<file path="config.mk">
export PLATFORM = sky130hd
export DESIGN_NAME = dpwa_port_ctrl
export DESIGN_NICKNAME = d
export VERILOG_FILES = /design/src/include/dpwa_pkg.sv /design/src/verilog/dpwa_cycle_timer.sv /design/src/verilog/dpwa_port_ctrl.sv
export SDC_FILE = /design/constraint.sdc
export NUM_CORES = 1
export LEC_CHECK = 0
export BUFFER_PORTS_ARGS = -buffer_cell sky130_fd_sc_hd__buf_2
export CAP_MARGIN = 40
export CORE_UTILIZATION = 35
export DETAILED_ROUTE_END_ITERATION = 8
export PLACE_DENSITY_LB_ADDON = 0.12
export SLEW_MARGIN = 15
export SYNTH_ARGS = -nofsm -noshare
export SYNTH_HDL_FRONTEND = slang
export SYNTH_SLANG_ARGS = --single-unit
</file>
<file path="constraint.sdc">
create_clock -name clk_sys -period 3.9 [get_ports clk_sys]
set_clock_uncertainty 0.15 [all_clocks]
set_input_delay 0.39 -clock clk_sys [delete_from_list [all_inputs] [get_ports clk_sys]]
set_output_delay 0.39 -clock clk_sys [all_outputs]
set_load 0.01 [all_outputs]
</file>
<file path="src/include/dpwa_pkg.sv">
// Overview of operation
// the device writes only while select and write strobe are both low
// address changes only while select or write strobe is high
// select falling with or after strobe keeps device outputs high-impedance
// output enable low stretches strobe to turnoff plus data setup
// write completion is timed from the first of select or strobe rising
// the earlier port wins when arrivals differ by the priority setup time; the device model flags this side on any clash, whoever came first
// master flags contention within access time of an address match
// master flags contention within delay after the later select falls
// slave contention input must be asserted by the start of the strobe
// after contention releases, strobe stays low for the write hold time
// written data reaches the other port within the port-to-port delays
// valid data after release follows a derived, non-negative delay
// release-to-valid-data timing applies to the master only
// left and right ports behave the same way
// a port with its contention flag low has its write blocked
// a violated priority setup still flags exactly one port
// contention only with both ports selected and addresses equal
package dpwa_pkg;
	localparam int CLK_NS = 50;
	localparam int ADDR_W = 10;
	localparam int DATA_W = 8;
	localparam int TMR_W = 4;
	localparam int SYNC_CYC = 2;

	localparam int T_WP_NS = 55;
	localparam int T_WZ_NS = 40;
	localparam int T_DW_NS = 40;
	localparam int T_WR_HOLD_NS = 20;
	localparam int T_CONT_ASSERT_NS = 50;
	localparam int T_APS_NS = 5;
	localparam int T_READ_NS = 100;

	function automatic int cycMin(input int ns);
		int c;
		c = (ns + CLK_NS - 1) / CLK_NS;
		cycMin = (c < 1) ? 1 : c;
	endfunction : cycMin

	function automatic int cycMax(input int ns);
		int c;
		c = ns / CLK_NS;
		cycMax = (c < 1) ? 1 : c;
	endfunction : cycMax

	localparam int PULSE_CYC = cycMin(T_WP_NS);
	localparam int WZ_CYC = cycMin(T_WZ_NS);
	localparam int DW_CYC = cycMin(T_DW_NS);
	localparam int STROBE_OE_CYC = (PULSE_CYC - WZ_CYC > DW_CYC) ? PULSE_CYC - WZ_CYC : DW_CYC;
	localparam int WR_HOLD_CYC = cycMin(T_WR_HOLD_NS);
	localparam int APS_CYC = cycMin(T_APS_NS);
	localparam int SETTLE_CYC = (cycMax(T_CONT_ASSERT_NS) > APS_CYC) ?
		cycMax(T_CONT_ASSERT_NS) : APS_CYC;
	localparam int READ_CYC = cycMin(T_READ_NS) + SYNC_CYC;

	localparam logic PIN_IDLE_LEVEL = 1'b1;

	typedef struct packed {
		logic write;
		logic keepOeLow;
		logic [ADDR_W-1:0] addr;
		logic [DATA_W-1:0] data;
	} dpwa_req_t;

	typedef struct packed {
		logic blocked;
		logic [DATA_W-1:0] data;
	} dpwa_rsp_t;

	typedef struct packed {
		logic selectN;
		logic writeStrobeN;
		logic outEnableN;
		logic [ADDR_W-1:0] addr;
		logic [DATA_W-1:0] dataOut;
		logic dataOutEn;
	} dpwa_pins_t;
endpackage : dpwa_pkg

</file>
<file path="src/verilog/dpwa_cycle_timer.sv">
`timescale 1ns/1ps
module dpwa_cycle_timer (
	input wire logic clk_sys,
	input wire logic reset,
	input wire logic load,
	input wire logic [dpwa_pkg::TMR_W-1:0] loadVal,
	output logic [dpwa_pkg::TMR_W-1:0] remain,
	output logic expired
);
	import dpwa_pkg::*;

	logic [TMR_W-1:0] remain_reg;

	always_ff @(posedge clk_sys or posedge reset) begin
		if (reset) begin
			remain_reg <= '0;
		end else if (load) begin
			remain_reg <= loadVal;
		end else if (remain_reg != '0) begin
			remain_reg <= remain_reg - 1'b1;
		end
	end

	assign remain = remain_reg;
	assign expired = (remain_reg == '0);
endmodule : dpwa_cycle_timer

</file>
<file path="src/verilog/dpwa_port_ctrl.sv">
`timescale 1ns/1ps
module dpwa_port_ctrl (
	input wire logic clk_sys,
	input wire logic reset,
	input wire logic reqValid,
	input wire dpwa_pkg::dpwa_req_t req,
	output logic reqReady,
	output logic rspValid,
	output dpwa_pkg::dpwa_rsp_t rsp,
	output dpwa_pkg::dpwa_pins_t pins,
	input wire logic [dpwa_pkg::DATA_W-1:0] dataIn,
	input wire logic contentionN
);
	import dpwa_pkg::*;

	typedef enum logic [3:0] {
		IDLE, SELECT, TURNOFF, STROBE, WAITBUSY, WHOLD, ENDW, READ
	} dpwa_state_t;

	dpwa_state_t state_reg, stateNext;
	dpwa_req_t cur_reg;
	dpwa_pins_t pins_reg, pinsNext;
	dpwa_rsp_t rsp_reg;
	logic rspValid_reg;
	logic blocked_reg;
	logic busyMeta_reg, busySync_reg;
	logic [DATA_W-1:0] dataMeta_reg, dataSync_reg;
	logic tmrLoad, tmrExpired;
	logic [TMR_W-1:0] tmrLoadVal, tmrRemain;

	dpwa_cycle_timer u_timer (
		.clk_sys(clk_sys),
		.reset(reset),
		.load(tmrLoad),
		.loadVal(tmrLoadVal),
		.remain(tmrRemain),
		.expired(tmrExpired)
	);

	function automatic logic [TMR_W-1:0] cnt(input int cycles);
		cnt = TMR_W'(cycles - 1);
	endfunction : cnt

	// contention flag and read data come from the device pins
	always_ff @(posedge clk_sys or posedge reset) begin
		if (reset) begin
			busyMeta_reg <= PIN_IDLE_LEVEL;
			busySync_reg <= PIN_IDLE_LEVEL;
			dataMeta_reg <= '0;
			dataSync_reg <= '0;
		end else begin
			busyMeta_reg <= contentionN;
			busySync_reg <= busyMeta_reg;
			dataMeta_reg <= dataIn;
			dataSync_reg <= dataMeta_reg;
		end
	end

	always_comb begin
		stateNext = state_reg;
		tmrLoad = 1'b0;
		tmrLoadVal = '0;
		case (state_reg)
			IDLE: begin
				if (reqValid) begin
					tmrLoad = 1'b1;
					// select first, then wait out arbitration before strobing
					stateNext = req.write ? SELECT : READ;
					tmrLoadVal = req.write ? cnt(SETTLE_CYC) : cnt(READ_CYC);
				end
			end
			SELECT: begin
				if (tmrExpired) begin
					tmrLoad = 1'b1;
					// strobe falls after select, so with output enable low the device drives until the strobe falls
					if (cur_reg.keepOeLow) begin
						stateNext = TURNOFF;
						tmrLoadVal = cnt(WZ_CYC);
					end else begin
						stateNext = STROBE;
						tmrLoadVal = cnt(PULSE_CYC);
					end
				end
			end
			TURNOFF: begin
				if (tmrExpired) begin
					stateNext = STROBE;
					tmrLoad = 1'b1;
					tmrLoadVal = cnt(STROBE_OE_CYC);
				end
			end
			STROBE: begin
				if (!busySync_reg) begin
					stateNext = WAITBUSY;
				end else if (tmrExpired) begin
					stateNext = ENDW;
				end
			end
			WAITBUSY: begin
				if (busySync_reg) begin
					stateNext = WHOLD;
					tmrLoad = 1'b1;
					tmrLoadVal = cnt(WR_HOLD_CYC);
				end
			end
			WHOLD: begin
				if (!busySync_reg) begin
					stateNext = WAITBUSY;
				end else if (tmrExpired) begin
					stateNext = ENDW;
				end
			end
			ENDW: begin
				stateNext = IDLE;
			end
			READ: begin
				if (tmrExpired) begin
					stateNext = IDLE;
				end
			end
			default: begin
				stateNext = IDLE;
			end
		endcase
	end

	always_ff @(posedge clk_sys or posedge reset) begin
		if (reset) begin
			state_reg <= IDLE;
		end else begin
			state_reg <= stateNext;
		end
	end

	always_ff @(posedge clk_sys or posedge reset) begin
		if (reset) begin
			cur_reg <= '0;
		end else if (state_reg == IDLE && reqValid) begin
			cur_reg <= req;
		end
	end

	always_comb begin
		pinsNext = pins_reg;
		pinsNext.selectN = (stateNext == IDLE);
		// strobe rises one cycle before select, ending the write on it
		pinsNext.writeStrobeN = !(stateNext inside {TURNOFF, STROBE, WAITBUSY, WHOLD});
		pinsNext.outEnableN = !(stateNext == READ ||
			(cur_reg.keepOeLow && stateNext inside {SELECT, TURNOFF, STROBE, WAITBUSY, WHOLD}));
		pinsNext.dataOutEn = stateNext inside {STROBE, WAITBUSY, WHOLD};
		if (state_reg == IDLE && reqValid) begin
			pinsNext.addr = req.addr;
			pinsNext.dataOut = req.data;
			pinsNext.outEnableN = !(!req.write || req.keepOeLow);
		end
	end

	always_ff @(posedge clk_sys or posedge reset) begin
		if (reset) begin
			pins_reg <= '{selectN: 1'b1, writeStrobeN: 1'b1, outEnableN: 1'b1,
				addr: '0, dataOut: '0, dataOutEn: 1'b0};
		end else begin
			pins_reg <= pinsNext;
		end
	end

	always_ff @(posedge clk_sys or posedge reset) begin
		if (reset) begin
			blocked_reg <= 1'b0;
		end else if (state_reg == IDLE) begin
			blocked_reg <= 1'b0;
		end else if (!busySync_reg) begin
			blocked_reg <= 1'b1;
		end
	end

	always_ff @(posedge clk_sys or posedge reset) begin
		if (reset) begin
			rspValid_reg <= 1'b0;
			rsp_reg <= '0;
		end else begin
			rspValid_reg <= 1'b0;
			if (state_reg == ENDW) begin
				rspValid_reg <= 1'b1;
				rsp_reg <= '{blocked: blocked_reg, data: cur_reg.data};
			end else if (state_reg == READ && tmrExpired) begin
				rspValid_reg <= 1'b1;
				rsp_reg <= '{blocked: blocked_reg || !busySync_reg, data: dataSync_reg};
			end
		end
	end

	assign reqReady = (state_reg == IDLE);
	assign rspValid = rspValid_reg;
	assign rsp = rsp_reg;
	assign pins = pins_reg;

	// helper: cycles the strobe has been low, and since contention released
	logic [TMR_W-1:0] lowCnt_reg, relCnt_reg;
	always_ff @(posedge clk_sys or posedge reset) begin
		if (reset) begin
			lowCnt_reg <= '0;
			relCnt_reg <= '0;
		end else begin
			// saturate so a long contention stall cannot wrap the count
			if (pins_reg.writeStrobeN) begin
				lowCnt_reg <= '0;
			end else if (lowCnt_reg != '1) begin
				lowCnt_reg <= lowCnt_reg + 1'b1;
			end
			if (!busySync_reg || pins_reg.writeStrobeN) begin
				relCnt_reg <= '0;
			end else if (relCnt_reg != '1) begin
				relCnt_reg <= relCnt_reg + 1'b1;
			end
		end
	end

	addr_stable_a: assert property (@(posedge clk_sys) disable iff (reset)
		!(pins_reg.selectN || pins_reg.writeStrobeN) |=> $stable(pins_reg.addr))
		else $error("address moved during write overlap");

	strobe_width_a: assert property (@(posedge clk_sys) disable iff (reset)
		$rose(pins_reg.writeStrobeN) |-> lowCnt_reg >= TMR_W'(cur_reg.keepOeLow ?
			WZ_CYC + STROBE_OE_CYC : PULSE_CYC))
		else $error("write strobe too short");

	select_lead_a: assert property (@(posedge clk_sys) disable iff (reset)
		$fell(pins_reg.selectN) |-> pins_reg.writeStrobeN [*1])
		else $error("strobe fell before arbitration settled");

	write_hold_a: assert property (@(posedge clk_sys) disable iff (reset)
		$rose(pins_reg.writeStrobeN) && blocked_reg |-> relCnt_reg >= TMR_W'(WR_HOLD_CYC))
		else $error("strobe released too soon after contention");

	end_order_a: assert property (@(posedge clk_sys) disable iff (reset)
		$rose(pins_reg.writeStrobeN) |-> !pins_reg.selectN ##1 pins_reg.selectN)
		else $error("select did not outlast strobe by one cycle");

	data_drive_a: assert property (@(posedge clk_sys) disable iff (reset)
		pins_reg.dataOutEn |-> !pins_reg.writeStrobeN && !pins_reg.selectN)
		else $error("data driven outside write overlap");
endmodule : dpwa_port_ctrl
</file>
==> results.txt <==
----------------------------------------------------
[Run status]
  Status ... complete, no violations

[Drt]
  Detailed-route vias per instance ... 4.62
  Wire length per cell after detailed routing ... 13.8 um
  DRC violations left ... 0
  Iter 0 DRT Violations ... 70
  Post-route antenna net violation count ... 0
  Number of vias after detailed routing ... 1674
  Pre-antenna DRT Iters ... 4
  Wire length reported by the detailed router ... 5010 um

[Synth]
  Per-instance average area after synthesis ... 12.8 um2
  Number of instances in the synthesized netlist ... 194
  Proportion of netlist area held by the largest area contributor ... 55.6%
  Mux cell area share after synthesis ... 9.00%
  Complex-gate fraction of the synthesized area ... 12.4%
  Count of state elements after synthesis ... 60
  Seq/Total Area, Yosys ... 61.0%
  Netlist area before placement ... 2470 um2
  Main combinational cell family by area after synthesis ... compound AO/OA/AOI/OAI gates
  Number of warning messages in the yosys log ... 0
  Net count after synthesis ... 227
  Area share of and/or/nand/nor cells after synthesis ... 9.41%
  Cell taking the most area after synthesis ... dfrtp_1
  Top cells by area in the synthesized netlist ... dfrtp_1 (56%), mux2_1 (6.8%), dfstp_2 (5.3%)
  Post-synthesis share of cell area spent on xor and xnor gates ... 1.37%
  Synthesized-area fraction occupied by adder cells ... 0.961%
  Unique cell type count in the Yosys netlist ... 41

[Power and ir drop]
  Static leakage power ... 1.44 nW
  Logic pwr share ... 35.1%
  Cell area power density ... 747 nW/um2
  Peak ir drop on the vdd network ... 0.000280 V
  Switching power of the nets ... 0.000811 W
  Power Total ... 0.00229 W
  Net switching share of the total power ... 35.4%
  Part of the total power dissipated in sequential elements ... 43.8%
  Cell-internal power ... 0.00148 W
  Power share of the clock group ... 21.1%

[Worst hold path]
  Worst Hold Depth ... 1
  Min-Delay Path Class ... in2reg
  Hold-critical path endpoint ... dataMeta_reg[4]$_DFF_PP0_
  Origin of the worst min-delay path ... dataIn[4]

[CTS]
  Bufs on Longest Clock Path ... 2
  Number of levels the H-tree was split into ... 3
  Post-CTS sizing ... 0
  TritonCTS Buffers ... 9
  Sink Count ... 60
  Buffer type at the clock tree root ... clkbuf_8
  Clock tree from TritonCTS ... done
  Post-CTS Setup Inserts ... 0
  Clock latency at the later pin of the worst-skew pair ... 330 ps
  Clock-pin slew of the registers on the worst-case setup and hold paths ... 60 ps

[Finish]
  Net count reported at finish ... 294
  Final core utilization ... 45.2%
  Most common cell after layout, fill and taps aside ... buf_2
  Ant. Diodes ... 0
  Share of post-route cells with drive strength above 1 ... 36.5%
  Final instance area ... 3070 um2
  Highest-count cells in the layout ignoring fill and taps ... buf_2 (64), dfrtp_1 (55), mux2_1 (15), a21oi_1 (15), o22ai_1 (14)
  Number of flip-flops under the largest register name ... 22
  Layout fillers ... 643
  Area growth from synthesis to final layout ... 24.2%

[Floorplanning]
  Rows ... 30
  Standard cell core area ... 6790 um2
  Die ar. ... 7410 um2
  Die outline width ... 86.1 um
  Die Span Y ... 86.1 um
  Starting utilization of the core area ... 36.4%
  Number of top-level pins ... 65

[Worst setup path]
  Required arrival time at the worst endpoint ... 3950 ps
  Cell Chain, Critical Path ... nor4_4, nand2_1, buf_8, mux2_1
  Kind of critical path ... reg2reg
  Arrival time of the worst setup path ... 2400 ps
  Delay of the slowest cell on the worst path ... 660 ps
  Kind of end point of the critical path ... register
  Depth of the most critical reg-to-reg path ... 4
  CP max stage cell ... dfrtp_1
  Setup slack of the most critical reg-to-reg path ... 1550 ps
  Largest fanout on the critical path ... 21
  Worst flop-to-flop path startpoint ... state_reg[0]$_DFF_PP0_
  Crit Reg-Reg Endpoint ... pins[14]$_DFFE_PP0P_
  Startpoint kind of the worst setup timing path ... register

[Timing]
  Final setup fails ... 0
  Pins Over Slew Limit ... 0
  Clock period minus final worst setup slack ... 2350 ps
  Final Hold Fails ... 0
  Final worst-path cycle share ... 60.2%
  Worst Tran Pin Value ... 766 ps
  Maximum clock rate ... 426 MHz
  Max_slew headroom ... 48.9%
  Sum of negative setup slack ... 0 ps
  RSZ-0062 raised after global routing ... false

[Global routing]
  Maximum number of pins on one net before global-route repair ... 37
  Total global routing track utilization ... 15.0%
  Aggregate global routing overflow ... 0
  First-pass GRT wire length ... 8310 um
  Vias in the first global route ... 1673
  Initial antenna violation count ... 0

[Placement]
  Hpwl dp ... 3480 um
  Routability congestion estimate from global placement ... 0.733
  Number of port buffers ... 64
  Cell Area, Placed ... 2830 um2

[Job]
  Reported max-cap violation count ... 0

----------------------------------------------------
==> layer usage <==
metal  part of all wire (%)  vias up  global-route usage (%)
li1                       -      806                       -
met4                    1.4        0                    8.64
met1                     47      818                    20.2
met3                    3.9        7                    3.66
met5                      0        -                       0
met2                     48       43                    22.1
==> per-stage QoR <==
stage               std cells  setup slack [ps]  hold WS, ps
finish                    362              1550         23.0
global route              362              1400        0.707
CTS                       360              1520         2.47
detailed placement        339              1540          186
global placement          338              1380          182
floorplan                 194              1880          181
==> logic make-up (layout without fill, tap and decap cells) <==
kind of cell               after synthesis  in the layout
buffers and inverters                   25             97
and+or+nand+nor                         38             38
AOI/OAI and AO/OA                       45             45
muxes                                   20             20
adders and majority gates                2              2
DFF                                     60             60
xor gates and xnor gates                 3              3
other                                    1              1
==> worst max path at each step <==
stage	start	endpoint	slack (ps)
final	state_reg[0]$_DFF_PP0_	pins[14]$_DFFE_PP0P_	1550
after CTS	state_reg[0]$_DFF_PP0_	pins[14]$_DFFE_PP0P_	1520
after global routing	state_reg[0]$_DFF_PP0_	pins[14]$_DFFE_PP0P_	1400
after global placement	state_reg[0]$_DFF_PP0_	pins[14]$_DFFE_PP0P_	1380
after detailed placement	state_reg[0]$_DFF_PP0_	pins[14]$_DFFE_PP0P_	1540
after floorplan	reset	blocked_reg$_DFFE_PP0P_	1880
==> power groups by stage <==
stage	logic, W	registers [W]	clock network [W]
2_1_floorplan	0.000621	0.000989	0
3_3_place_gp	0.000792	0.00102	0
3_5_place_dp	0.000810	0.00101	0
4_1_cts	0.000817	0.00101	0.000506
5_1_grt	0.000890	0.00103	0.000534
6_report	0.000805	0.00100	0.000485
==> final cells by class <==
cell class	count	area, um2	share of cell area [%]
Sequential cell	60	1510	49.1
Multi-Input combinational cell	109	825	26.8
Tap cell	96	120	3.91
Clock inverter	2	10.0	0.326
Inverter	7	26.3	0.855
Clock buffer	14	163	5.30
Timing Repair Buffer	74	420	13.7
==> worst max-delay path, delay by kind of cell (launching register included) <==
| kind | cells | cell delay [ps] |
|---|---|---|
| buffers and inverters | 1 | 280 |
| DFF | 1 | 660 |
| muxes | 1 | 330 |
| and+or+nand+nor | 2 | 790 |
==> cells in the mapped netlist <==
master    instances
nor4_1            1
nor4_4            1
xor2_1            1
ha_1              1
and3b_1           1
o311ai_4          2
maj3_2            1
o22a_1            2
nand3_4           1
mux2_2            3
conb_1            1
o211ai_2          1
nor3b_1           3
o22ai_1          14
buf_4             9
a31oi_1           2
xnor2_2           1
inv_1             7
a21boi_1          1
or3_1             1
o21ai_1           3
or3b_1            1
nor3b_2           1
nand3_1           1
buf_6             1
nor2b_1           2
nand2_1           8
mux2_1           15
nand3b_1          1
a21o_1            1
xnor2_1           1
nand2b_1          4
mux2i_1           2
clkbuf_1          3
a21oi_1          15
dfrtp_1          55
dfstp_2           5
o21ai_0           4
buf_2             5
nor3_1            3
nor2_1            9
==> timing repair <==
item / CTS / global route
hold endpoints to repair: 5 / 2
setup endpoints to repair: 0 / 0
hold buffers: 5 / 2
No activity file was read; power rests on OpenSTA's default activity.
